<file path="src/hw/vf_reset_pkg.sv">
package vf_reset_pkg;

  // ****************************************************************
  // Block sizing
  // ****************************************************************
  localparam int unsigned NUM_VF_DEF   = 8;
  localparam int unsigned SCOPE_W      = 32;
  localparam int unsigned NUM_SCOPE    = 8;

  // ****************************************************************
  // Mailbox read word layout
  // ****************************************************************
  localparam int unsigned MBX_PROGRESS_POS = 0;
  localparam int unsigned MBX_DONE_POS     = 1;
  localparam int unsigned MBX_W            = 2;

  // ****************************************************************
  // Reset-scope register slots
  // ****************************************************************
  localparam int unsigned SLOT_SOFT_PIN  = 0;
  localparam int unsigned SLOT_FLASH     = 1;
  localparam int unsigned SLOT_LED       = 2;
  localparam int unsigned SLOT_AUX_DET   = 3;
  localparam int unsigned SLOT_WAKE_CTL  = 4;
  localparam int unsigned SLOT_WAKE_FILT = 5;
  localparam int unsigned SLOT_MPS       = 6;
  localparam int unsigned SLOT_RING_BASE = 7;

  // Slots that take srst and clear pulses; ring base keeps contents
  localparam logic [NUM_SCOPE-1:0] SCOPE_HAS_RESET = 8'h7F;

  // Reset values of all slots
  localparam logic [SCOPE_W-1:0] SOFT_PIN_RST  = 32'h0000_0000;
  localparam logic [SCOPE_W-1:0] FLASH_RST     = 32'h0000_0000;
  localparam logic [SCOPE_W-1:0] LED_RST       = 32'h0000_0000;
  localparam logic [SCOPE_W-1:0] AUX_DET_RST   = 32'h0000_0000;
  localparam logic [SCOPE_W-1:0] WAKE_CTL_RST  = 32'h0000_0000;
  localparam logic [SCOPE_W-1:0] WAKE_FILT_RST = 32'h0000_0000;
  localparam logic [SCOPE_W-1:0] MPS_RST       = 32'h0000_0000;
  localparam logic [SCOPE_W-1:0] RING_BASE_RST = 32'h0000_0000;

  localparam logic [NUM_SCOPE*SCOPE_W-1:0] SCOPE_RST_VALS = {
    RING_BASE_RST, MPS_RST, WAKE_FILT_RST, WAKE_CTL_RST,
    AUX_DET_RST, LED_RST, FLASH_RST, SOFT_PIN_RST
  };

  // Reset flag values of the mailbox and gates
  localparam logic MBX_PROGRESS_RST = 1'b1;
  localparam logic MBX_DONE_RST     = 1'b0;
  localparam logic GATE_RST         = 1'b0;

endpackage : vf_reset_pkg

</file>
<file path="src/hw/scope_reg.sv">
`timescale 1ns/10ps

module scope_reg #(
  parameter int unsigned      W         = 32,
  parameter bit               HAS_RESET = 1'b1,
  parameter logic [W-1:0]     RST_VAL   = '0
) (
  input  wire logic           sys_clk,
  input  wire logic           srst,
  input  wire logic           clr,
  input  wire logic           wr_en,
  input  wire logic [W-1:0]   wr_data,
  output logic      [W-1:0]   q
);

  typedef struct packed {
    logic [W-1:0] val;
  } state_s;

  // A slot needs at least one bit to hold anything
  if (W < 1) begin : g_chk_w
    $error("Scope slot width must be at least 1");
  end

  state_s st_r;
  state_s st_nxt;

  // A write lands unless a scope clear hits the same cycle
  always_comb begin
    st_nxt = st_r;
    if (wr_en) begin
      st_nxt.val = wr_data;
    end
    if (HAS_RESET && clr) begin
      st_nxt.val = RST_VAL;
    end
  end

  // Slots without reset keep whatever was written for as long as power holds
  if (HAS_RESET) begin : g_rst
    always_ff @(posedge sys_clk) begin
      if (srst) begin
        st_r.val <= RST_VAL;
      end else begin
        st_r <= st_nxt;
      end
    end
  end else begin : g_keep
    always_ff @(posedge sys_clk) begin
      st_r <= st_nxt;
    end
  end

  assign q = st_r.val;

endmodule : scope_reg

</file>
<file path="src/hw/reset_class.sv">
`timescale 1ns/10ps

module reset_class (
  input  wire logic sys_clk,
  input  wire logic srst,
  input  wire logic ev_power_good,
  input  wire logic ev_iio,
  input  wire logic ev_d3_d0,
  input  wire logic ev_flr,
  input  wire logic ev_pf_sw,
  input  wire logic aux_ok,
  input  wire logic mng_enabled,
  input  wire logic host_low_power,
  input  wire logic wol_enabled,
  output logic      clr_pg_only,
  output logic      clr_led,
  output logic      clr_aux_det,
  output logic      clr_wake_ctx,
  output logic      clr_data_path,
  output logic      clr_mps,
  output logic      clr_mac_phy,
  output logic      clr_pkt_buf
);

  typedef struct packed {
    logic pg_only;
    logic led;
    logic aux_det;
    logic wake_ctx;
    logic data_path;
    logic mps;
    logic mac_phy;
    logic pkt_buf;
  } state_s;

  state_s st_r;
  state_s st_nxt;
  logic   any_ev;

  assign any_ev = ev_power_good | ev_iio | ev_d3_d0 | ev_flr | ev_pf_sw;

  // Sort each event into the scopes it reaches; one cycle later as pulses
  always_comb begin
    st_nxt           = '0;
    st_nxt.pg_only   = ev_power_good;
    st_nxt.led       = ev_power_good | ev_pf_sw | ev_d3_d0;
    st_nxt.aux_det   = ev_power_good | ev_iio;
    st_nxt.wake_ctx  = ev_power_good | (any_ev & ~aux_ok);
    st_nxt.data_path = any_ev;
    st_nxt.mps       = ev_power_good | ev_iio | ev_d3_d0 | ev_pf_sw;
    st_nxt.mac_phy   = any_ev & ~mng_enabled & host_low_power
                       & ~wol_enabled;
    st_nxt.pkt_buf   = ev_flr;
  end

  // Pulses only: nothing here holds state past one cycle
  always_ff @(posedge sys_clk) begin
    if (srst) begin
      st_r <= '0;
    end else begin
      st_r <= st_nxt;
    end
  end

  assign clr_pg_only   = st_r.pg_only;
  assign clr_led       = st_r.led;
  assign clr_aux_det   = st_r.aux_det;
  assign clr_wake_ctx  = st_r.wake_ctx;
  assign clr_data_path = st_r.data_path;
  assign clr_mps       = st_r.mps;
  assign clr_mac_phy   = st_r.mac_phy;
  assign clr_pkt_buf   = st_r.pkt_buf;

endmodule : reset_class

</file>
<file path="src/hw/vf_reset_sync.sv">
// Contract
// - Any major reset sets every VF progress flag
// - Config-done clears progress, sets done everywhere
// - Mailbox read returns done, then clears it
// - Closed rx gate blocks pool packet assignment
// - Closed tx gate blocks pool data fetch
// - Descriptor fetch continues until queue full
// - PF reset closes all rx/tx gates
// - VF reset closes only its own gates
// - No aux supply: wake context reset
// - Soft pins and flash: power good only
// - LED config: power good, software reset and D3 to D0
// - Aux detected bit: power good, I/O reset
// - Address, filter, ring registers never reset
// - Wake context and shadows are sticky
// - Wake filter control resets with data path
// - MAC/PHY reset only when fully idle
// - FLR clears tx and rx packet buffers
// - Config sticky bits: power good only
// - Max payload size survives FLR
// - Memories reset with their owning block
// - PF FLR sets done flags unannounced
`timescale 1ns/10ps

module vf_reset_sync #(
  parameter int unsigned NUM_VF = vf_reset_pkg::NUM_VF_DEF,
  parameter int unsigned VF_W   = (NUM_VF > 1) ? $clog2(NUM_VF) : 1
) (
  input  wire logic                                   sys_clk,
  input  wire logic                                   srst,
  // Reset event pulses from the reset sources
  input  wire logic                                   ev_power_good,
  input  wire logic                                   ev_iio,
  input  wire logic                                   ev_d3_d0,
  input  wire logic                                   ev_flr,
  input  wire logic                                   ev_pf_sw,
  input  wire logic [NUM_VF-1:0]                      ev_vf_sw,
  input  wire logic [NUM_VF-1:0]                      vf_level_reset,
  // Extended control register write of the config-done bit
  input  wire logic                                   pf_config_done_bit,
  // Mailbox reads
  input  wire logic                                   mbx_rd_en,
  input  wire logic [VF_W-1:0]                        mbx_rd_vf,
  output logic                                        mbx_rd_valid,
  output logic      [vf_reset_pkg::MBX_W-1:0]         mbx_rd_data,
  output logic      [NUM_VF-1:0]                      reset_in_progress_flag,
  output logic      [NUM_VF-1:0]                      reset_done_flag,
  // Gate registers
  input  wire logic                                   gate_wr_en,
  input  wire logic [NUM_VF-1:0]                      gate_wr_rx,
  input  wire logic [NUM_VF-1:0]                      gate_wr_tx,
  output logic      [NUM_VF-1:0]                      vf_rx_gate,
  output logic      [NUM_VF-1:0]                      vf_tx_gate,
  // Receive pool assignment
  input  wire logic                                   rx_pkt_valid,
  input  wire logic [VF_W-1:0]                        rx_pkt_pool,
  output logic                                        rx_pkt_accept,
  // Transmit data and descriptor fetch
  input  wire logic                                   tx_data_req,
  input  wire logic [VF_W-1:0]                        tx_data_pool,
  output logic                                        tx_data_grant,
  input  wire logic [NUM_VF-1:0]                      desc_queue_full,
  output logic      [NUM_VF-1:0]                      desc_fetch_en,
  // Wake and power context
  input  wire logic                                   aux_supply_present,
  input  wire logic                                   mng_enabled,
  input  wire logic                                   host_low_power,
  input  wire logic                                   wol_enabled,
  // Reset-scope registers
  input  wire logic [vf_reset_pkg::NUM_SCOPE-1:0]     scope_wr_en,
  input  wire logic [vf_reset_pkg::SCOPE_W-1:0]       scope_wr_data,
  output logic      [vf_reset_pkg::NUM_SCOPE*vf_reset_pkg::SCOPE_W-1:0] scope_q,
  // Scope clear pulses toward the rest of the port
  output logic                                        cfg_sticky_clr,
  output logic                                        mac_phy_rst,
  output logic                                        pkt_buf_clr,
  output logic                                        mem_block_clr
);

  // ****************************************************************
  // Elaboration checks
  // ****************************************************************
  // Pool vectors of the port allow at most 64 VFs
  if (NUM_VF < 1 || NUM_VF > 64) begin : g_chk_vf
    $error("NUM_VF must be 1 to 64");
  end
  if ((1 << VF_W) < NUM_VF) begin : g_chk_w
    $error("VF_W too narrow for NUM_VF");
  end
  // Mailbox word must hold both flags at distinct places
  if (vf_reset_pkg::MBX_PROGRESS_POS >= vf_reset_pkg::MBX_W) begin : g_chk_prog
    $error("Progress bit outside mailbox word");
  end
  if (vf_reset_pkg::MBX_DONE_POS >= vf_reset_pkg::MBX_W) begin : g_chk_done
    $error("Done bit outside mailbox word");
  end
  if (vf_reset_pkg::MBX_DONE_POS == vf_reset_pkg::MBX_PROGRESS_POS) begin : g_chk_pair
    $error("Mailbox flags share one bit");
  end
  // Programmed rings would be lost if their slot took a reset
  if (vf_reset_pkg::SCOPE_HAS_RESET[vf_reset_pkg::SLOT_RING_BASE]) begin : g_chk_ring
    $error("Ring base slot must not reset");
  end
  // The ring base and MPS slots must lie inside the slot vector
  if (vf_reset_pkg::SLOT_RING_BASE >= vf_reset_pkg::NUM_SCOPE ||
      vf_reset_pkg::SLOT_MPS >= vf_reset_pkg::NUM_SCOPE) begin : g_chk_slot
    $error("Scope slot index out of range");
  end
  // Slots narrower than one bit have nothing to keep
  if (vf_reset_pkg::SCOPE_W < 1) begin : g_chk_scope_w
    $error("Scope slots need at least one bit");
  end

  // ****************************************************************
  // State
  // ****************************************************************
  typedef struct packed {
    logic [NUM_VF-1:0]              progress;
    logic [NUM_VF-1:0]              done;
    logic [NUM_VF-1:0]              rx_gate;
    logic [NUM_VF-1:0]              tx_gate;
    logic                           rd_valid;
    logic [vf_reset_pkg::MBX_W-1:0] rd_data;
    logic                           aux_meta;
    logic                           aux_sync;
  } state_s;

  state_s st_r;
  state_s st_nxt;

  logic   major_ev;
  logic   pf_ev;
  logic   clr_pg_only;
  logic   clr_led;
  logic   clr_aux_det;
  logic   clr_wake_ctx;
  logic   clr_data_path;
  logic   clr_mps;
  logic   clr_mac_phy;
  logic   clr_pkt_buf;
  logic [vf_reset_pkg::NUM_SCOPE-1:0] scope_clr;

  // Any event that restarts the whole function and the VF handshake
  assign major_ev = ev_power_good | ev_iio | ev_d3_d0 | ev_flr | ev_pf_sw;
  // PF-wide reset for the gates; same set of events
  assign pf_ev    = major_ev;

  // ****************************************************************
  // Next-state logic
  // ****************************************************************
  // Order of assignments sets priority: flag clears first, flag sets last, so a
  // hardware set never loses to a read clear in the same cycle
  always_comb begin
    st_nxt          = st_r;
    st_nxt.rd_valid = 1'b0;
    st_nxt.aux_meta = aux_supply_present;
    st_nxt.aux_sync = st_r.aux_meta;

    // Mailbox read returns both flags and consumes the done flag
    if (mbx_rd_en) begin
      st_nxt.rd_valid = 1'b1;
      st_nxt.rd_data  = '0;
      st_nxt.rd_data[vf_reset_pkg::MBX_PROGRESS_POS] = st_r.progress[mbx_rd_vf];
      st_nxt.rd_data[vf_reset_pkg::MBX_DONE_POS]     = st_r.done[mbx_rd_vf];
      st_nxt.done[mbx_rd_vf] = 1'b0;
    end

    // Config done ends the reset window for every VF
    if (pf_config_done_bit) begin
      st_nxt.progress = '0;
      st_nxt.done     = '1;
    end

    // A new reset reopens the window; wins over config done
    if (major_ev) begin
      st_nxt.progress = '1;
    end
    // PF FLR marks done at once; the VFs get no warning beforehand
    if (ev_flr) begin
      st_nxt.done = '1;
    end

    // Software gate write, then resets override
    if (gate_wr_en) begin
      st_nxt.rx_gate = gate_wr_rx;
      st_nxt.tx_gate = gate_wr_tx;
    end
    st_nxt.rx_gate = st_nxt.rx_gate & ~(ev_vf_sw | vf_level_reset);
    st_nxt.tx_gate = st_nxt.tx_gate & ~(ev_vf_sw | vf_level_reset);
    if (pf_ev) begin
      st_nxt.rx_gate = '0;
      st_nxt.tx_gate = '0;
    end
  end

  // ****************************************************************
  // State register
  // ****************************************************************
  // srst stands for a power good reset of the whole block
  // Scope slots take their own reset inside their own module
  always_ff @(posedge sys_clk) begin
    if (srst) begin
      st_r.progress <= {NUM_VF{vf_reset_pkg::MBX_PROGRESS_RST}};
      st_r.done     <= {NUM_VF{vf_reset_pkg::MBX_DONE_RST}};
      st_r.rx_gate  <= {NUM_VF{vf_reset_pkg::GATE_RST}};
      st_r.tx_gate  <= {NUM_VF{vf_reset_pkg::GATE_RST}};
      st_r.rd_valid <= 1'b0;
      st_r.rd_data  <= '0;
      st_r.aux_meta <= 1'b0;
      st_r.aux_sync <= 1'b0;
    end else begin
      st_r <= st_nxt;
    end
  end

  // ****************************************************************
  // Traffic gating
  // ****************************************************************
  // Pool assignment and data fetch look at the live gate bits
  // Limitation: a pool index past NUM_VF reads no gate bit, keep pools in range
  assign rx_pkt_accept = rx_pkt_valid & st_r.rx_gate[rx_pkt_pool];
  assign tx_data_grant = tx_data_req & st_r.tx_gate[tx_data_pool];
  // Descriptors keep flowing so the queue is primed when the gate opens
  assign desc_fetch_en = ~desc_queue_full;

  assign vf_rx_gate             = st_r.rx_gate;
  assign vf_tx_gate             = st_r.tx_gate;
  assign reset_in_progress_flag = st_r.progress;
  assign reset_done_flag        = st_r.done;
  assign mbx_rd_valid           = st_r.rd_valid;
  assign mbx_rd_data            = st_r.rd_data;

  // ****************************************************************
  // Reset-scope decode
  // ****************************************************************
  // Aux presence is a pin: only the second sync stage is used here
  reset_class u_class (
    .sys_clk        (sys_clk),
    .srst           (srst),
    .ev_power_good  (ev_power_good),
    .ev_iio         (ev_iio),
    .ev_d3_d0       (ev_d3_d0),
    .ev_flr         (ev_flr),
    .ev_pf_sw       (ev_pf_sw),
    .aux_ok         (st_r.aux_sync),
    .mng_enabled    (mng_enabled),
    .host_low_power (host_low_power),
    .wol_enabled    (wol_enabled),
    .clr_pg_only    (clr_pg_only),
    .clr_led        (clr_led),
    .clr_aux_det    (clr_aux_det),
    .clr_wake_ctx   (clr_wake_ctx),
    .clr_data_path  (clr_data_path),
    .clr_mps        (clr_mps),
    .clr_mac_phy    (clr_mac_phy),
    .clr_pkt_buf    (clr_pkt_buf)
  );

  // Route each scope pulse to the slot it governs
  always_comb begin
    scope_clr                               = '0;
    scope_clr[vf_reset_pkg::SLOT_SOFT_PIN]  = clr_pg_only;
    scope_clr[vf_reset_pkg::SLOT_FLASH]     = clr_pg_only;
    scope_clr[vf_reset_pkg::SLOT_LED]       = clr_led;
    scope_clr[vf_reset_pkg::SLOT_AUX_DET]   = clr_aux_det;
    scope_clr[vf_reset_pkg::SLOT_WAKE_CTL]  = clr_wake_ctx;
    scope_clr[vf_reset_pkg::SLOT_WAKE_FILT] = clr_data_path;
    scope_clr[vf_reset_pkg::SLOT_MPS]       = clr_mps;
    scope_clr[vf_reset_pkg::SLOT_RING_BASE] = 1'b0;
  end

  // ****************************************************************
  // Reset-scope registers
  // ****************************************************************
  for (genvar i = 0; i < vf_reset_pkg::NUM_SCOPE; i++) begin : g_scope
    scope_reg #(
      .W         (vf_reset_pkg::SCOPE_W),
      .HAS_RESET (vf_reset_pkg::SCOPE_HAS_RESET[i]),
      .RST_VAL   (vf_reset_pkg::SCOPE_RST_VALS[i*vf_reset_pkg::SCOPE_W +:
                                               vf_reset_pkg::SCOPE_W])
    ) u_slot (
      .sys_clk (sys_clk),
      .srst    (srst),
      .clr     (scope_clr[i]),
      .wr_en   (scope_wr_en[i]),
      .wr_data (scope_wr_data),
      .q       (scope_q[i*vf_reset_pkg::SCOPE_W +: vf_reset_pkg::SCOPE_W])
    );
  end

  // ****************************************************************
  // Clear pulses toward the port
  // ****************************************************************
  // Owners of on-die memories take the data-path pulse as their clear
  assign cfg_sticky_clr = clr_pg_only;
  assign mac_phy_rst    = clr_mac_phy;
  assign pkt_buf_clr    = clr_pkt_buf;
  assign mem_block_clr  = clr_data_path;

endmodule : vf_reset_sync

</file>
<file path="config.mk">
export PLATFORM = sky130hd
export DESIGN_NAME = vf_reset_sync
export DESIGN_NICKNAME = d
export VERILOG_FILES = /design/src/hw/vf_reset_pkg.sv /design/src/hw/scope_reg.sv /design/src/hw/reset_class.sv /design/src/hw/vf_reset_sync.sv
export SDC_FILE = /design/constraint.sdc
export NUM_CORES = 1
export LEC_CHECK = 0
export BUFFER_PORTS_ARGS = -buffer_cell sky130_fd_sc_hd__buf_2
export CORE_UTILIZATION = 40
export DETAILED_ROUTE_END_ITERATION = 10
export GPL_ROUTABILITY_DRIVEN = 0
export HOLD_SLACK_MARGIN = 0.12
export PLACE_DENSITY = 0.74
export SYNTH_ARGS = -nofsm -noshare
export SYNTH_HDL_FRONTEND = slang
export SYNTH_SLANG_ARGS = --single-unit
export TNS_END_PERCENT = 10
</file>
<file path="constraint.sdc">
create_clock -name sys_clk -period 1.7 [get_ports sys_clk]
set_input_delay 0.085 -clock sys_clk [delete_from_list [all_inputs] [get_ports sys_clk]]
set_output_delay 0.085 -clock sys_clk [all_outputs]
set_load 0.05 [all_outputs]
</file>
Word level (Yosys, flattened, before mapping) --
Index checks and enable logic that the tools add are counted. W data, S select, Z words.
Word-level totals: bits in registers 301, input port bits 105, output and inout bits 305
Cells by class: magnitude comparators 4, multiplexer cells 15, bitwise logic cells 24, reductions and logical operators 9
Operator list (count):
- $and A8 B8 Y8 | 3
- $mux W8 | 3
- $not A8 Y8 | 3
- $mux W16 | 1
- $reduce_or A2 Y1 | 7
- $bmux W1 S3 | 4
- $lt A3 B4 Y1 const B | 3
- $or A1 B1 Y1 | 8
- $or A8 B8 Y8 | 1
- $and A1 B1 Y1 | 6
- $mux W1 | 5
- $demux W1 S3 | 1
- $ge A3 B1 Y1 const B | 1
- $mux W3 | 1
- $not A1 Y1 | 3
- $reduce_bool A3 Y1 | 1
- $logic_and A1 B1 Y1 | 1

Longest topological paths before layout --
Gate-level depths: netlist of run 1.
depth in word-level cells 9, gate-level depth with buffers 5

By module --
Synthesis of run 1 repeated with hierarchy kept, for this count alone.
Second synthesis, totals: cell total of the unflattened synthesis 950, area, all modules 10864.2 um2
Modules (own cells, without submodules):
- scope_reg at g_scope[0].u_slot ... | instances 7, cells an instance 105, area an instance 1156.1 um2, seq. area each 640.6 um2
- vf_reset_sync | instances 1, cells an instance 160, area an instance 1565.3 um2, seq. area each 600.6 um2
- scope_reg at g_scope[7].u_slot | instances 1, cells an instance 32, area an instance 960.9 um2, seq. area each 960.9 um2
- reset_class | instances 1, cells an instance 23, area an instance 245.2 um2, seq. area each 160.2 um2

Worst setup path before layout of run 1 --
Ideal clock, no wire load.
path type register to output, from register st_r, in the netlist vf_rx_gate[5], to output port rx_pkt_accept, arrival time 1713 ps, data required time 1615 ps, slack -98 ps, cell stages (with the launch flop) 4, path buffers 0, cell sequence dfxtp_1 -> mux4_2 -> mux2i_1 -> nor2b_1
Between the ends: cells in the longest elaborated chain, start to end 3
RTL lines:
- start: declaration | line vf_reset_sync.sv:128 | state_s st_r;
- start signal: assignment | line vf_reset_sync.sv:212 | st_r <= st_nxt;
- $bmux W1 S3 | line vf_reset_sync.sv:221 | assign rx_pkt_accept = rx_pkt_valid & st_r.rx_gate[rx_pkt_pool];
- $mux W1 (not written as such) | line vf_reset_sync.sv:221
- $and A1 B1 Y1 | line vf_reset_sync.sv:221
- end: declaration | line vf_reset_sync.sv:57 | output logic rx_pkt_accept,
No other way between the ends. The select of a mux whose other input is x is not followed.

Final worst setup path of run 1 --
from register st_r, in the netlist vf_tx_gate[0], to output port tx_data_grant
Between the ends: cells in the longest elaborated chain, start to end 3
RTL lines:
- $bmux W1 S3 | line vf_reset_sync.sv:222 | assign tx_data_grant = tx_data_req & st_r.tx_gate[tx_data_pool];
- $mux W1 (not written as such) | line vf_reset_sync.sv:222
- $and A1 B1 Y1 | line vf_reset_sync.sv:222
- end: declaration | line vf_reset_sync.sv:61 | output logic tx_data_grant,
No other way between the ends. The select of a mux whose other input is x is not followed.

==> results of run 1 <==
-- power by group --
part / leakage (nW) / switching (mW) / internal [mW]
clock: 0.514 / 2.72 / 4.04
combinational: 4.50 / 1.96 / 0.812
sequential: 2.46 / 0.138 / 7.33
total: 7.48 / 4.83 / 12.2
-- state kept, by name, summed over array words and instances, names as in the netlist --
register,count
u_class.clr_data_path,1
reset_in_progress_flag,1
reset_done_flag,8
vf_rx_gate,8
u_class.clr_led,1
u_class.clr_wake_ctx,1
u_class.clr_mac_phy,1
mbx_rd_valid,1
mbx_rd_data,2
st_nxt,1
u_class.clr_aux_det,1
u_class.clr_pkt_buf,1
st_r,1
u_class.clr_mps,1
vf_tx_gate,8
u_class.clr_pg_only,1
g_scope.u_slot.q,256
-- worst max-delay path, stage by stage (launching register included) --
cell                      delay (ns)
sky130_fd_sc_hd__dfxtp_2        0.34
sky130_fd_sc_hd__mux4_2         0.52
sky130_fd_sc_hd__mux2i_4        0.21
sky130_fd_sc_hd__nor2b_2        0.08
sky130_fd_sc_hd__buf_6          0.15
-- metrics by stage --
stage | total power [mW] | instances | TNS (ns)
floorplan | 9.405 | 919 | -0.09823
global placement | 10.20 | 1614 | 0
detailed placement | 10.23 | 1614 | 0
CTS | 17.08 | 1764 | -0.2653
global route | 17.58 | 1764 | -0.9777
finish | 17.01 | 1764 | -0.4760
-- kinds of logic after synthesis --
logic type      count (synthesis)  synth area share, %
compound gates                 24                1.269
buf+inv                        81                3.336
flops                         294                59.95
mux                           251                24.76
simple gates                  269                10.69
-- layout by cell type, fill, tap and decap left out, types with 5 or more instances in the layout --
cell type	n
sky130_fd_sc_hd__dfxtp_2	11
sky130_fd_sc_hd__mux2i_1	246
sky130_fd_sc_hd__dlygate4sd3_1	90
sky130_fd_sc_hd__dfxtp_1	251
sky130_fd_sc_hd__clkbuf_16	34
sky130_fd_sc_hd__nor2_1	231
sky130_fd_sc_hd__inv_1	12
sky130_fd_sc_hd__buf_12	10
sky130_fd_sc_hd__clkinv_2	8
sky130_fd_sc_hd__o21ai_0	9
sky130_fd_sc_hd__edfxtp_1	32
sky130_fd_sc_hd__a21oi_1	10
sky130_fd_sc_hd__nor4_2	10
sky130_fd_sc_hd__clkbuf_1	5
sky130_fd_sc_hd__buf_4	18
sky130_fd_sc_hd__or2_2	7
sky130_fd_sc_hd__buf_2	407
sky130_fd_sc_hd__nor4_1	6
-- layout make-up --
cell class | instances | area share (%)
tap | 330 | 2.770
clock inverter | 14 | 0.8310
clock buffer | 42 | 6.110
inverter | 12 | 0.3022
multi-input combinational | 544 | 26.07
timing repair buffer | 528 | 22.19
sequential | 294 | 41.72
-- per-layer routing --
metal	share of wire, %	wire, um	vias to the layer above	track usage [%]
li1	-	-	4080	-
met1	43	14010	4138	29.54
met3	7.0	2291	61	5.424
met5	0	0	-	0
met2	48	15590	344	40.25
met4	2.6	849	0	7.264
-- worst paths after layout --
| check | from | end | depth (start not counted) |
|---|---|---|---|
| worst max-delay path | vf_tx_gate[0] | tx_data_grant | 4 |
| worst min-delay path | srst | u_class.clr_mps | 3 |
| worst max register to register | vf_tx_gate[7] | vf_tx_gate[7] | 4 |
| worst min register to register | st_r[0] | u_class.clr_wake_ctx | 1 |
-- what timing repair did --
| action | in CTS | in global routing |
|---|---|---|
| buffers inserted | 3 | 0 |
| gates resized for setup | 11 | 19 |
| pin swaps | 0 | 0 |
| hold buffers | 91 | 0 |
| endpoints found under the setup margin | 2 | 16 |
| endpoints found under the hold margin | 326 | 0 |
==> flow_results.xml, run 1 <==
<?xml version="1.0" encoding="UTF-8"?>
<metrics>
  <group name="logic_synthesis">
    <metric name="postSynth.topFlopCell" unit="">sky130_fd_sc_hd__dfxtp_1</metric>
    <metric name="synth.avg_cell_area" unit="um^2">11.26</metric>
    <metric name="ys_async_sr_fraction" unit="%">0</metric>
    <metric name="post_synth_most_frequent_cells" unit="">sky130_fd_sc_hd__dfxtp_1, sky130_fd_sc_hd__mux2i_1, sky130_fd_sc_hd__nor2_1</metric>
    <metric name="synth-seq-area-share" unit="%">59.95</metric>
    <metric name="synthesis.yosys.warnings" unit="">0</metric>
    <metric name="synth_fp_nets" unit="">1024</metric>
    <metric name="synth.ff_latch_count" unit="">294</metric>
    <metric name="synth_largest_type_area_fraction" unit="%">50.67</metric>
    <metric name="postSynthCellCount" unit="">919</metric>
    <metric name="synth_cell_type_count" unit="">25</metric>
    <metric name="synth_enable_flop_cells" unit="">32</metric>
    <metric name="post-synth-top-count-cell" unit="">sky130_fd_sc_hd__dfxtp_1</metric>
    <metric name="syn_area" unit="um^2">10350</metric>
    <metric name="synth_largest_area_cell" unit="">sky130_fd_sc_hd__dfxtp_1</metric>
    <metric name="synth_area_leaders" unit="">sky130_fd_sc_hd__dfxtp_1, sky130_fd_sc_hd__mux2i_1, sky130_fd_sc_hd__edfxtp_1</metric>
  </group>
  <group name="sta">
    <metric name="timing.final.crit_period" unit="ns">1.919</metric>
    <metric name="skew" unit="ns">0.01528</metric>
    <metric name="timing.final.max_slew_violations" unit="">0</metric>
    <metric name="transition_time_at_the_pin_with_the_least_slew_margin" unit="ns">0.5742</metric>
    <metric name="max_clock_freq" unit="MHz">521.1</metric>
    <metric name="rsz_0062_raised_after_global_routing" unit="">yes</metric>
    <metric name="finalSetupViolations" unit="">6</metric>
    <metric name="final_min_period_over_clock_period" unit="%">112.9</metric>
    <metric name="final_hold_viol_count" unit="">0</metric>
    <metric name="max_slew_margin" unit="%">61.58</metric>
    <metric name="hold_slack" unit="ns">0.1448</metric>
    <metric name="final_critical_path_setup_slack" unit="ns">-0.2190</metric>
  </group>
  <group name="run">
    <metric name="cap_viol_max_count" unit="">0</metric>
  </group>
  <group name="finish">
    <metric name="utilization" unit="%">59.03</metric>
    <metric name="final_nets" unit="">1515</metric>
    <metric name="area_delta_synth_final" unit="%">44.01</metric>
    <metric name="sequential_cell_area" unit="um^2">6220</metric>
    <metric name="antenna_cells_inserted" unit="">0</metric>
    <metric name="proportion_of_layout_cells_with_a_drive_suffix_above_1" unit="%">36.47</metric>
    <metric name="final.fill_count" unit="">2054</metric>
    <metric name="multi_input_comb_area" unit="um^2">3886</metric>
    <metric name="post-route-cell-area" unit="um^2">14910</metric>
  </group>
  <group name="pwr">
    <metric name="power.density" unit="nW/um^2">1141</metric>
    <metric name="vdd_ir_drop_max" unit="mV">1.040</metric>
    <metric name="leakage" unit="nW">7.477</metric>
  </group>
  <group name="cts">
    <metric name="clock_latency" unit="ns">0.55</metric>
    <metric name="max-clock-path-buffers" unit="">3</metric>
    <metric name="cts_inserted_buffers" unit="">30</metric>
    <metric name="cts_tree" unit="">built</metric>
    <metric name="h-tree-depth" unit="">1</metric>
    <metric name="cts.clk_slew.worst_paths" unit="ns">0.06</metric>
    <metric name="clock_sinks" unit="">294</metric>
    <metric name="ctsRootBufferMaster" unit="">sky130_fd_sc_hd__clkbuf_16</metric>
  </group>
  <group name="worst_hold_path">
    <metric name="min-delay-path-class" unit="">input pin to register</metric>
  </group>
  <group name="global_route">
    <metric name="pin_count_of_the_biggest_net_entering_global_routing" unit="">33</metric>
    <metric name="initial_antenna_violation_count" unit="">0</metric>
    <metric name="track_usage" unit="%">23.63</metric>
    <metric name="globalRouteOverflowTotal" unit="">0</metric>
    <metric name="first_pass_grt_wire_length" unit="um">48650</metric>
    <metric name="grt_pass1_vias" unit="">8566</metric>
  </group>
  <group name="critical_path">
    <metric name="critPathKind" unit="">register to output pin</metric>
    <metric name="worst-endpoint-arrival" unit="ns">1.83</metric>
    <metric name="endpoint_kind" unit="">output pin</metric>
    <metric name="worst-path-max-fanout" unit="">3</metric>
    <metric name="worstPathRequired" unit="ns">1.62</metric>
    <metric name="start_kind" unit="">register</metric>
    <metric name="r2r_setup_slk" unit="ns">0.33</metric>
  </group>
  <group name="place">
    <metric name="place_hpwl" unit="um">21400</metric>
    <metric name="placement.setup.worst_slack" unit="ns">0.05208</metric>
    <metric name="io_buffer_count" unit="">409</metric>
    <metric name="placed_cell_area" unit="um^2">12830</metric>
  </group>
  <group name="routing">
    <metric name="wire_per_inst" unit="um">18.56</metric>
    <metric name="route.detailed.drc" unit="">0</metric>
    <metric name="route.final.wire_length" unit="um">32740</metric>
    <metric name="number_of_nets_with_antenna_violations_after_routing" unit="">0</metric>
    <metric name="route.detailed.vias_per_inst" unit="">4.888</metric>
    <metric name="routed-via-count" unit="">8623</metric>
    <metric name="drtPass1Iterations" unit="">5</metric>
    <metric name="first_iter_violations" unit="">461</metric>
  </group>
  <group name="floorplan">
    <metric name="floorplan.initialDensity" unit="%">40.99</metric>
    <metric name="core_region_area" unit="um^2">25250</metric>
    <metric name="die_height" unit="um">162.9</metric>
    <metric name="top_level_i_o_count" unit="">410</metric>
    <metric name="design.die.area" unit="um^2">26530</metric>
    <metric name="floorplan.die.width" unit="um">162.9</metric>
    <metric name="row_count" unit="">58</metric>
  </group>
  <group name="run_status">
    <metric name="status" unit="">finished, violations left</metric>
    <metric name="failed_checks" unit="">setup timing</metric>
  </group>
</metrics>
No activity file was read; power rests on OpenSTA's default activity.
==> run 2, diff against run 1 <==
--- a/config.mk
+++ b/config.mk
@@ -6,11 +6,14 @@
 export NUM_CORES = 1
 export LEC_CHECK = 0
 export BUFFER_PORTS_ARGS = -buffer_cell sky130_fd_sc_hd__buf_2
-export CORE_UTILIZATION = 40
+export CELL_PAD_IN_SITES_DETAIL_PLACEMENT = 1
+export CELL_PAD_IN_SITES_GLOBAL_PLACEMENT = 1
+export CORE_UTILIZATION = 38
+export CTS_BUF_LIST = sky130_fd_sc_hd__clkbuf_8
 export DETAILED_ROUTE_END_ITERATION = 10
 export GPL_ROUTABILITY_DRIVEN = 0
 export HOLD_SLACK_MARGIN = 0.12
-export PLACE_DENSITY = 0.74
+export PLACE_DENSITY = 0.88
 export SYNTH_ARGS = -nofsm -noshare
 export SYNTH_HDL_FRONTEND = slang
 export SYNTH_SLANG_ARGS = --single-unit
==> run 2 against run 1 <==
  * The run still ends with setup timing left
  * Non-clock buffer count down 6
  * Critical path type unchanged
  * Total power decreased by 0.68%
  * Via count grew 7.2%
  * Wire length rose by 30%
  * Clock skew rose by 0.010 ns
  * Core utilization shrank 3.5 points
  * Global-route usage increased by 5.5 points
  * Hold slack worse by 0.0089 ns
  * Combinational power is 4% higher
  * Clock-buffer cell count grew 12
  * Critical path depth did not move
  * Cell count is 2.3% higher
  * Largest cell class unchanged
==> flow_results.xml, run 2 (synthesis gave the netlist of run 1 again) <==
<?xml version="1.0" encoding="UTF-8"?>
<metrics>
  <group name="pwr">
    <metric name="power.share.sequential" unit="%">44.4</metric>
    <metric name="netSwitchingPower" unit="mW">5.213</metric>
    <metric name="power.share.clock" unit="%">38.5</metric>
    <metric name="power.density" unit="nW/um^2">1135</metric>
    <metric name="vdd_ir_drop_max" unit="mV">0.6202</metric>
    <metric name="p_int" unit="mW">11.68</metric>
    <metric name="leakage" unit="nW">7.587</metric>
    <metric name="switching_power_share_of_the_total" unit="%">30.87</metric>
    <metric name="comb_power_share" unit="%">17.1</metric>
  </group>
  <group name="critical_path">
    <metric name="worst-path-max-fanout" unit="">3</metric>
    <metric name="critPathLaunch" unit="">vf_rx_gate[3]</metric>
    <metric name="rr_worst_depth" unit="">4</metric>
    <metric name="critPathCapture" unit="">rx_pkt_accept</metric>
    <metric name="endpoint_kind" unit="">output pin</metric>
    <metric name="critPathKind" unit="">register to output pin</metric>
    <metric name="worst-endpoint-arrival" unit="ns">1.86</metric>
    <metric name="start_kind" unit="">register</metric>
    <metric name="worst_r2r_startpoint" unit="">vf_rx_gate[7]</metric>
    <metric name="r2r_setup_slk" unit="ns">0.31</metric>
    <metric name="worstPathRequired" unit="ns">1.62</metric>
    <metric name="crit-reg2reg-capture" unit="">vf_rx_gate[7]</metric>
  </group>
  <group name="floorplan">
    <metric name="row_count" unit="">60</metric>
    <metric name="top_level_i_o_count" unit="">410</metric>
    <metric name="core_region_area" unit="um^2">26800</metric>
    <metric name="design.die.area" unit="um^2">27900</metric>
    <metric name="floorplan.die.width" unit="um">167.0</metric>
    <metric name="die_height" unit="um">167.0</metric>
    <metric name="floorplan.initialDensity" unit="%">38.62</metric>
  </group>
  <group name="routing">
    <metric name="route.detailed.vias_per_inst" unit="">5.121</metric>
    <metric name="routed-via-count" unit="">9244</metric>
    <metric name="first_iter_violations" unit="">414</metric>
    <metric name="drtPass1Iterations" unit="">6</metric>
    <metric name="route.final.wire_length" unit="um">42440</metric>
    <metric name="number_of_nets_with_antenna_violations_after_routing" unit="">0</metric>
    <metric name="wire_per_inst" unit="um">23.51</metric>
    <metric name="route.detailed.drc" unit="">0</metric>
  </group>
  <group name="cts">
    <metric name="cts_tree" unit="">built</metric>
    <metric name="clock_latency" unit="ns">0.57</metric>
    <metric name="clock_sinks" unit="">294</metric>
    <metric name="ctsRootBufferMaster" unit="">sky130_fd_sc_hd__clkbuf_8</metric>
    <metric name="max-clock-path-buffers" unit="">3</metric>
    <metric name="cts_inserted_buffers" unit="">48</metric>
    <metric name="cts.clk_slew.worst_paths" unit="ns">0.08</metric>
    <metric name="h-tree-depth" unit="">2</metric>
  </group>
  <group name="sta">
    <metric name="hold_slack" unit="ns">0.1359</metric>
    <metric name="timing.final.max_slew_violations" unit="">0</metric>
    <metric name="final_critical_path_setup_slack" unit="ns">-0.2469</metric>
    <metric name="timing.final.crit_period" unit="ns">1.947</metric>
    <metric name="max_clock_freq" unit="MHz">513.6</metric>
    <metric name="max_slew_margin" unit="%">57.77</metric>
    <metric name="skew" unit="ns">0.02568</metric>
    <metric name="final_hold_viol_count" unit="">0</metric>
    <metric name="final.setup.tns" unit="ns">-1.066</metric>
    <metric name="transition_time_at_the_pin_with_the_least_slew_margin" unit="ns">0.6311</metric>
    <metric name="finalSetupViolations" unit="">13</metric>
    <metric name="rsz_0062_raised_after_global_routing" unit="">yes</metric>
    <metric name="final_min_period_over_clock_period" unit="%">114.5</metric>
  </group>
  <group name="finish">
    <metric name="largest_register_ffs" unit="">256</metric>
    <metric name="area_delta_synth_final" unit="%">43.82</metric>
    <metric name="proportion_of_layout_cells_with_a_drive_suffix_above_1" unit="%">36.18</metric>
    <metric name="layout.cells.most_common" unit="">sky130_fd_sc_hd__buf_2</metric>
    <metric name="final_nets" unit="">1527</metric>
    <metric name="final_cell_mix" unit="">sky130_fd_sc_hd__buf_2, sky130_fd_sc_hd__dfxtp_1, sky130_fd_sc_hd__mux2i_1</metric>
  </group>
  <group name="global_route">
    <metric name="globalRouteOverflowTotal" unit="">0</metric>
    <metric name="pin_count_of_the_biggest_net_entering_global_routing" unit="">33</metric>
    <metric name="initial_antenna_violation_count" unit="">2</metric>
    <metric name="first_pass_grt_wire_length" unit="um">61910</metric>
    <metric name="track_usage" unit="%">29.18</metric>
    <metric name="grt_pass1_vias" unit="">10140</metric>
  </group>
  <group name="run_status">
    <metric name="failed_checks" unit="">setup timing</metric>
    <metric name="status" unit="">finished, violations left</metric>
  </group>
  <group name="run">
    <metric name="cap_viol_max_count" unit="">0</metric>
  </group>
  <group name="place">
    <metric name="place_hpwl" unit="um">24730</metric>
    <metric name="io_buffer_count" unit="">409</metric>
  </group>
  <group name="worst_hold_path">
    <metric name="min-delay-path-class" unit="">input pin to register</metric>
  </group>
</metrics>
==> run 2: worst max-delay path, cell delays in order, from the launching register on <==
cell	delay, ns
sky130_fd_sc_hd__dfxtp_2	0.35
sky130_fd_sc_hd__mux4_2	0.49
sky130_fd_sc_hd__mux2i_1	0.21
sky130_fd_sc_hd__nor2b_2	0.07
sky130_fd_sc_hd__buf_6	0.15
==> run 2: layout make-up <==
type | count | area (um^2)
diodes | 2 | 5.005
clock buffers | 54 | 743.2
clock inverters | 36 | 256.5
fillers | 2929 | 11910
inverters | 12 | 45.04
multi-input cells | 544 | 3877
flip-flops and latches | 294 | 6216
well taps | 341 | 426.7
repair buffers | 522 | 3317
==> run 2: timing repair <==
action / CTS / global route
gates cloned: 0 / 0
buffers inserted: 1 / 0
resized for setup: 8 / 21
hold buffers: 93 / 0
setup endpoints to repair: 2 / 17
endpoints found under the hold margin: 302 / 0
==> run 2: layer usage <==
layer	vias up	part of all wire, %	global-route usage (%)
met5	-	0	0
met2	465	51	52.92
met4	0	5.1	14.41
met3	151	6.6	7.486
li1	4114	-	-
met1	4514	38	31.32
==> run 2: worst min-delay path by stage <==
stage                                          to           from  depth (start not counted)  slack [ns]
after floorplan               u_class.clr_mac_phy    mng_enabled                          1        0.16
after global placement        u_class.clr_mac_phy    mng_enabled                          2        0.26
after detailed placement      u_class.clr_mac_phy    mng_enabled                          2        0.25
after CTS                 g_scope[3].u_slot.q[27]           srst                          4        0.15
after global routing                vf_rx_gate[2]  gate_wr_rx[2]                          4        0.13
final                               vf_rx_gate[2]  gate_wr_rx[2]                          4        0.14
==> run 2: power by group through the flow <==
stage	clock network [mW]	registers [mW]	logic [mW]
2_1_floorplan	0	8.68	0.730
3_3_place_gp	0	7.60	2.61
3_5_place_dp	0	7.62	2.67
4_1_cts	6.52	7.48	2.82
5_1_grt	6.92	7.52	3.00
6_report	6.51	7.49	2.88
==> run 2: stage by stage <==
stage          utilization (%)  power [mW]  instance area (um^2)  std cells  worst slack [ns]
3_5_place_dp             47.88       10.29                 12830       1619           0.05596
4_1_cts                  55.18       16.82                 14790       1803           -0.1687
3_3_place_gp             47.88       10.21                 12830       1619            0.1550
2_1_floorplan                -       9.405                 10350        919          -0.09823
5_1_grt                  55.55       17.43                 14890       1805           -0.2837
6_report                 55.55       16.89                 14890       1805           -0.2469
==> run 3, diff against run 2 <==
--- a/config.mk
+++ b/config.mk
@@ -5,16 +5,16 @@
 export SDC_FILE = /design/constraint.sdc
 export NUM_CORES = 1
 export LEC_CHECK = 0
+export ABC_AREA = 1
 export BUFFER_PORTS_ARGS = -buffer_cell sky130_fd_sc_hd__buf_2
 export CELL_PAD_IN_SITES_DETAIL_PLACEMENT = 1
 export CELL_PAD_IN_SITES_GLOBAL_PLACEMENT = 1
-export CORE_UTILIZATION = 38
+export CORE_UTILIZATION = 36
 export CTS_BUF_LIST = sky130_fd_sc_hd__clkbuf_8
 export DETAILED_ROUTE_END_ITERATION = 10
 export GPL_ROUTABILITY_DRIVEN = 0
 export HOLD_SLACK_MARGIN = 0.12
-export PLACE_DENSITY = 0.88
+export PLACE_DENSITY = 0.89
 export SYNTH_ARGS = -nofsm -noshare
 export SYNTH_HDL_FRONTEND = slang
 export SYNTH_SLANG_ARGS = --single-unit
-export TNS_END_PERCENT = 10
==> run 3 against run 2 <==
  * The flow still finishes with violations (setup timing)
  * Hold slack better by 0.022 ns
  * Register-to-register slack worse by 0.22 ns
  * Highest routed layer unchanged
  * Design area is 1.0% higher
  * Core utilization is 2.0 points lower
  * Setup slack better by 0.22 ns
  * Clock power is 2% lower
  * Synthesized cell count is 38% higher
  * Total power is 0.88% lower
  * Sequential power hardly changed
  * First-iteration DRC count is 76% higher
  * Fmax is 13% higher
==> flow_results.xml, run 3 <==
<?xml version="1.0" encoding="UTF-8"?>
<metrics>
  <group name="finish">
    <metric name="layout.cells.most_common" unit="">sky130_fd_sc_hd__nand2_1</metric>
    <metric name="area_delta_synth_final" unit="%">44.70</metric>
    <metric name="largest_register_ffs" unit="">256</metric>
    <metric name="final_cell_mix" unit="">sky130_fd_sc_hd__nand2_1, sky130_fd_sc_hd__buf_2, sky130_fd_sc_hd__dfxtp_1</metric>
    <metric name="final_nets" unit="">1886</metric>
    <metric name="post-route-cell-area" unit="um^2">15040</metric>
    <metric name="final.fill_count" unit="">3433</metric>
    <metric name="fin_cells" unit="">2199</metric>
    <metric name="sequential_cell_area" unit="um^2">6225</metric>
    <metric name="multi_input_comb_area" unit="um^2">3627</metric>
    <metric name="proportion_of_layout_cells_with_a_drive_suffix_above_1" unit="%">30.43</metric>
  </group>
  <group name="place">
    <metric name="placed_cells" unit="">1991</metric>
    <metric name="io_buffer_count" unit="">409</metric>
    <metric name="placement.setup.worst_slack" unit="ns">0.3524</metric>
    <metric name="placed_cell_area" unit="um^2">12750</metric>
    <metric name="place_hpwl" unit="um">28680</metric>
  </group>
  <group name="run_status">
    <metric name="failed_checks" unit="">setup timing</metric>
    <metric name="status" unit="">finished, violations left</metric>
  </group>
  <group name="cts">
    <metric name="ctsRootBufferMaster" unit="">sky130_fd_sc_hd__clkbuf_8</metric>
    <metric name="cts.clk_slew.worst_paths" unit="ns">0.07</metric>
    <metric name="max-clock-path-buffers" unit="">3</metric>
    <metric name="clock_sinks" unit="">294</metric>
    <metric name="cts_tree" unit="">built</metric>
    <metric name="cts_inserted_buffers" unit="">49</metric>
    <metric name="clock_latency" unit="ns">0.56</metric>
    <metric name="h-tree-depth" unit="">2</metric>
  </group>
  <group name="logic_synthesis">
    <metric name="synth-seq-area-share" unit="%">59.72</metric>
    <metric name="ys_async_sr_fraction" unit="%">0</metric>
    <metric name="postSynthCellCount" unit="">1265</metric>
    <metric name="synth_area_leaders" unit="">sky130_fd_sc_hd__dfxtp_1, sky130_fd_sc_hd__nand2_1, sky130_fd_sc_hd__a21oi_1</metric>
    <metric name="post_synth_most_frequent_cells" unit="">sky130_fd_sc_hd__nand2_1, sky130_fd_sc_hd__dfxtp_1, sky130_fd_sc_hd__a21oi_1</metric>
    <metric name="synth_cell_type_count" unit="">21</metric>
    <metric name="postSynth.topFlopCell" unit="">sky130_fd_sc_hd__dfxtp_1</metric>
    <metric name="synthesis.yosys.warnings" unit="">0</metric>
    <metric name="syn_area" unit="um^2">10390</metric>
    <metric name="synth_largest_area_cell" unit="">sky130_fd_sc_hd__dfxtp_1</metric>
    <metric name="synth.ff_latch_count" unit="">294</metric>
    <metric name="synth_largest_type_area_fraction" unit="%">50.48</metric>
    <metric name="post-synth-top-count-cell" unit="">sky130_fd_sc_hd__nand2_1</metric>
    <metric name="synth_enable_flop_cells" unit="">32</metric>
    <metric name="synth_fp_nets" unit="">1370</metric>
    <metric name="synth.avg_cell_area" unit="um^2">8.214</metric>
  </group>
  <group name="routing">
    <metric name="number_of_nets_with_antenna_violations_after_routing" unit="">0</metric>
    <metric name="route.detailed.vias_per_inst" unit="">5.244</metric>
    <metric name="route.detailed.drc" unit="">0</metric>
    <metric name="drtPass1Iterations" unit="">5</metric>
    <metric name="routed-via-count" unit="">11530</metric>
    <metric name="first_iter_violations" unit="">730</metric>
    <metric name="route.final.wire_length" unit="um">50210</metric>
    <metric name="wire_per_inst" unit="um">22.83</metric>
  </group>
  <group name="global_route">
    <metric name="pin_count_of_the_biggest_net_entering_global_routing" unit="">65</metric>
    <metric name="globalRouteOverflowTotal" unit="">0</metric>
    <metric name="track_usage" unit="%">32.00</metric>
    <metric name="grt_pass1_vias" unit="">12050</metric>
    <metric name="first_pass_grt_wire_length" unit="um">70480</metric>
    <metric name="initial_antenna_violation_count" unit="">3</metric>
  </group>
  <group name="critical_path">
    <metric name="worst_path_max_delay_cell" unit="">sky130_fd_sc_hd__dfxtp_1</metric>
    <metric name="worstPathRequired" unit="ns">1.62</metric>
    <metric name="timing.critical_path.mode_cell" unit="">sky130_fd_sc_hd__nor2_1</metric>
    <metric name="start_kind" unit="">register</metric>
    <metric name="worst-endpoint-arrival" unit="ns">1.64</metric>
    <metric name="cpLargestDelayFamily" unit="">simple AND/OR/NAND/NOR gates</metric>
    <metric name="endpoint_kind" unit="">output pin</metric>
    <metric name="crit-reg2reg-capture" unit="">vf_rx_gate[7]</metric>
    <metric name="critPathKind" unit="">register to output pin</metric>
    <metric name="path_cells" unit="">nor2_1, nor2_1, nor2_2, nor2_4, buf_8</metric>
    <metric name="r2r_setup_slk" unit="ns">0.09</metric>
    <metric name="crit_path_buf_inv_count" unit="">1</metric>
    <metric name="rr_worst_depth" unit="">6</metric>
    <metric name="cpPeakStageDelay" unit="ns">0.43</metric>
    <metric name="worst-path-max-fanout" unit="">3</metric>
    <metric name="worst_r2r_startpoint" unit="">vf_rx_gate[7]</metric>
  </group>
  <group name="sta">
    <metric name="timing.final.max_slew_violations" unit="">0</metric>
    <metric name="skew" unit="ns">0.01988</metric>
    <metric name="final_min_period_over_clock_period" unit="%">101.4</metric>
    <metric name="final.setup.tns" unit="ns">-0.05329</metric>
    <metric name="final_critical_path_setup_slack" unit="ns">-0.02375</metric>
    <metric name="final_hold_viol_count" unit="">0</metric>
    <metric name="timing.final.crit_period" unit="ns">1.724</metric>
    <metric name="transition_time_at_the_pin_with_the_least_slew_margin" unit="ns">0.9616</metric>
    <metric name="finalSetupViolations" unit="">3</metric>
    <metric name="max_slew_margin" unit="%">35.68</metric>
    <metric name="max_clock_freq" unit="MHz">580.1</metric>
  </group>
  <group name="floorplan">
    <metric name="top_level_i_o_count" unit="">410</metric>
    <metric name="design.die.area" unit="um^2">29550</metric>
    <metric name="row_count" unit="">61</metric>
    <metric name="floorplan.initialDensity" unit="%">37.00</metric>
    <metric name="die_height" unit="um">171.9</metric>
    <metric name="core_region_area" unit="um^2">28090</metric>
    <metric name="floorplan.die.width" unit="um">171.9</metric>
  </group>
  <group name="pwr">
    <metric name="power.share.sequential" unit="%">44.7</metric>
    <metric name="p_int" unit="mW">11.45</metric>
    <metric name="power.share.clock" unit="%">38.0</metric>
    <metric name="switching_power_share_of_the_total" unit="%">31.62</metric>
    <metric name="leakage" unit="nW">7.047</metric>
    <metric name="power.density" unit="nW/um^2">1113</metric>
    <metric name="comb_power_share" unit="%">17.3</metric>
    <metric name="vdd_ir_drop_max" unit="mV">0.7283</metric>
    <metric name="netSwitchingPower" unit="mW">5.294</metric>
  </group>
  <group name="worst_hold_path">
    <metric name="worst_hold_path.endpoint" unit="">g_scope[2].u_slot.q[31]</metric>
    <metric name="min-delay-path-class" unit="">input pin to register</metric>
    <metric name="launch_point_of_the_worst_hold_path" unit="">scope_wr_en[2]</metric>
    <metric name="min_delay_path_depth" unit="">5</metric>
  </group>
  <group name="run">
    <metric name="cap_viol_max_count" unit="">0</metric>
  </group>
</metrics>
-- run 3: cell type report --
type	count	share of cell area [%]
clock inverters	22	0.6408
flip-flops and latches	294	41.40
well taps	378	3.146
repair buffers	554	23.30
diodes	4	0.06657
multi-input cells	827	24.12
clock buffers	65	5.950
inverters	55	1.373
-- run 3: routing by layer --
layer | part of all wire (%) | global-route usage, % | wire length (um)
met1 | 36 | 34.06 | 18190
met4 | 7.3 | 21.32 | 3687
met3 | 8.4 | 8.537 | 4233
met5 | 0 | 0 | 0
met2 | 48 | 55.58 | 24100
-- run 3: cells by family (layout without fill, tap and decap cells) --
logic type | Yosys count | count (layout) | synth area share, %
DFF | 294 | 294 | 59.72
muxes | 6 | 6 | 0.5780
AOI/OAI and AO/OA | 264 | 264 | 12.86
and+or+nand+nor | 557 | 557 | 20.64
other | 0 | 4 | 0
buffers and inverters | 144 | 696 | 6.201
-- run 3: worst reg2reg max path: cells and delay by family, from the launching register on --
| family | cells | cell delay [ns] |
|---|---|---|
| buffers and inverters | 3 | 0.83 |
| flip-flops | 1 | 0.37 |
| AND/OR/NAND/NOR | 2 | 0.25 |
| AO/OA/AOI/OAI | 1 | 0.08 |
-- run 3: worst max path at each step --
stage                             start                      end  depth (start not counted)
after floorplan           vf_rx_gate[2]            rx_pkt_accept                          4
after global placement             srst  g_scope[6].u_slot.q[23]                          3
after detailed placement           srst  g_scope[6].u_slot.q[25]                          3
after CTS                 vf_tx_gate[0]            tx_data_grant                          5
after global routing      vf_tx_gate[6]            tx_data_grant                          7
final                     vf_rx_gate[1]            rx_pkt_accept                          5
-- run 3: metrics by stage --
| step | utilization, % | hold slack (ns) | power (mW) |
|---|---|---|---|
| detailed placement | 45.40 | 0.3077 | 10.17 |
| CTS | 52.97 | 0.1380 | 16.61 |
| global route | 53.52 | 0.1547 | 17.27 |
| finish | 53.53 | 0.1578 | 16.74 |
| global placement | 45.40 | 0.3032 | 10.10 |
| floorplan | - | 0.1744 | 9.288 |
-- run 3: power by group through the flow --
stage	combinational [mW]	sequential [mW]	clock, mW
after floorplan	0.668	8.62	0
after global placement	2.51	7.59	0
after global routing	3.02	7.50	6.74
after detailed placement	2.56	7.61	0
final	2.90	7.48	6.36
after CTS	2.77	7.46	6.38
-- run 3: repair_timing --
action	CTS	global route
hold buffers	113	1
pin swaps	0	13
setup buffers	0	4
resized for setup	2	49
setup endpoints to repair	2	7
endpoints found under the hold margin	312	1
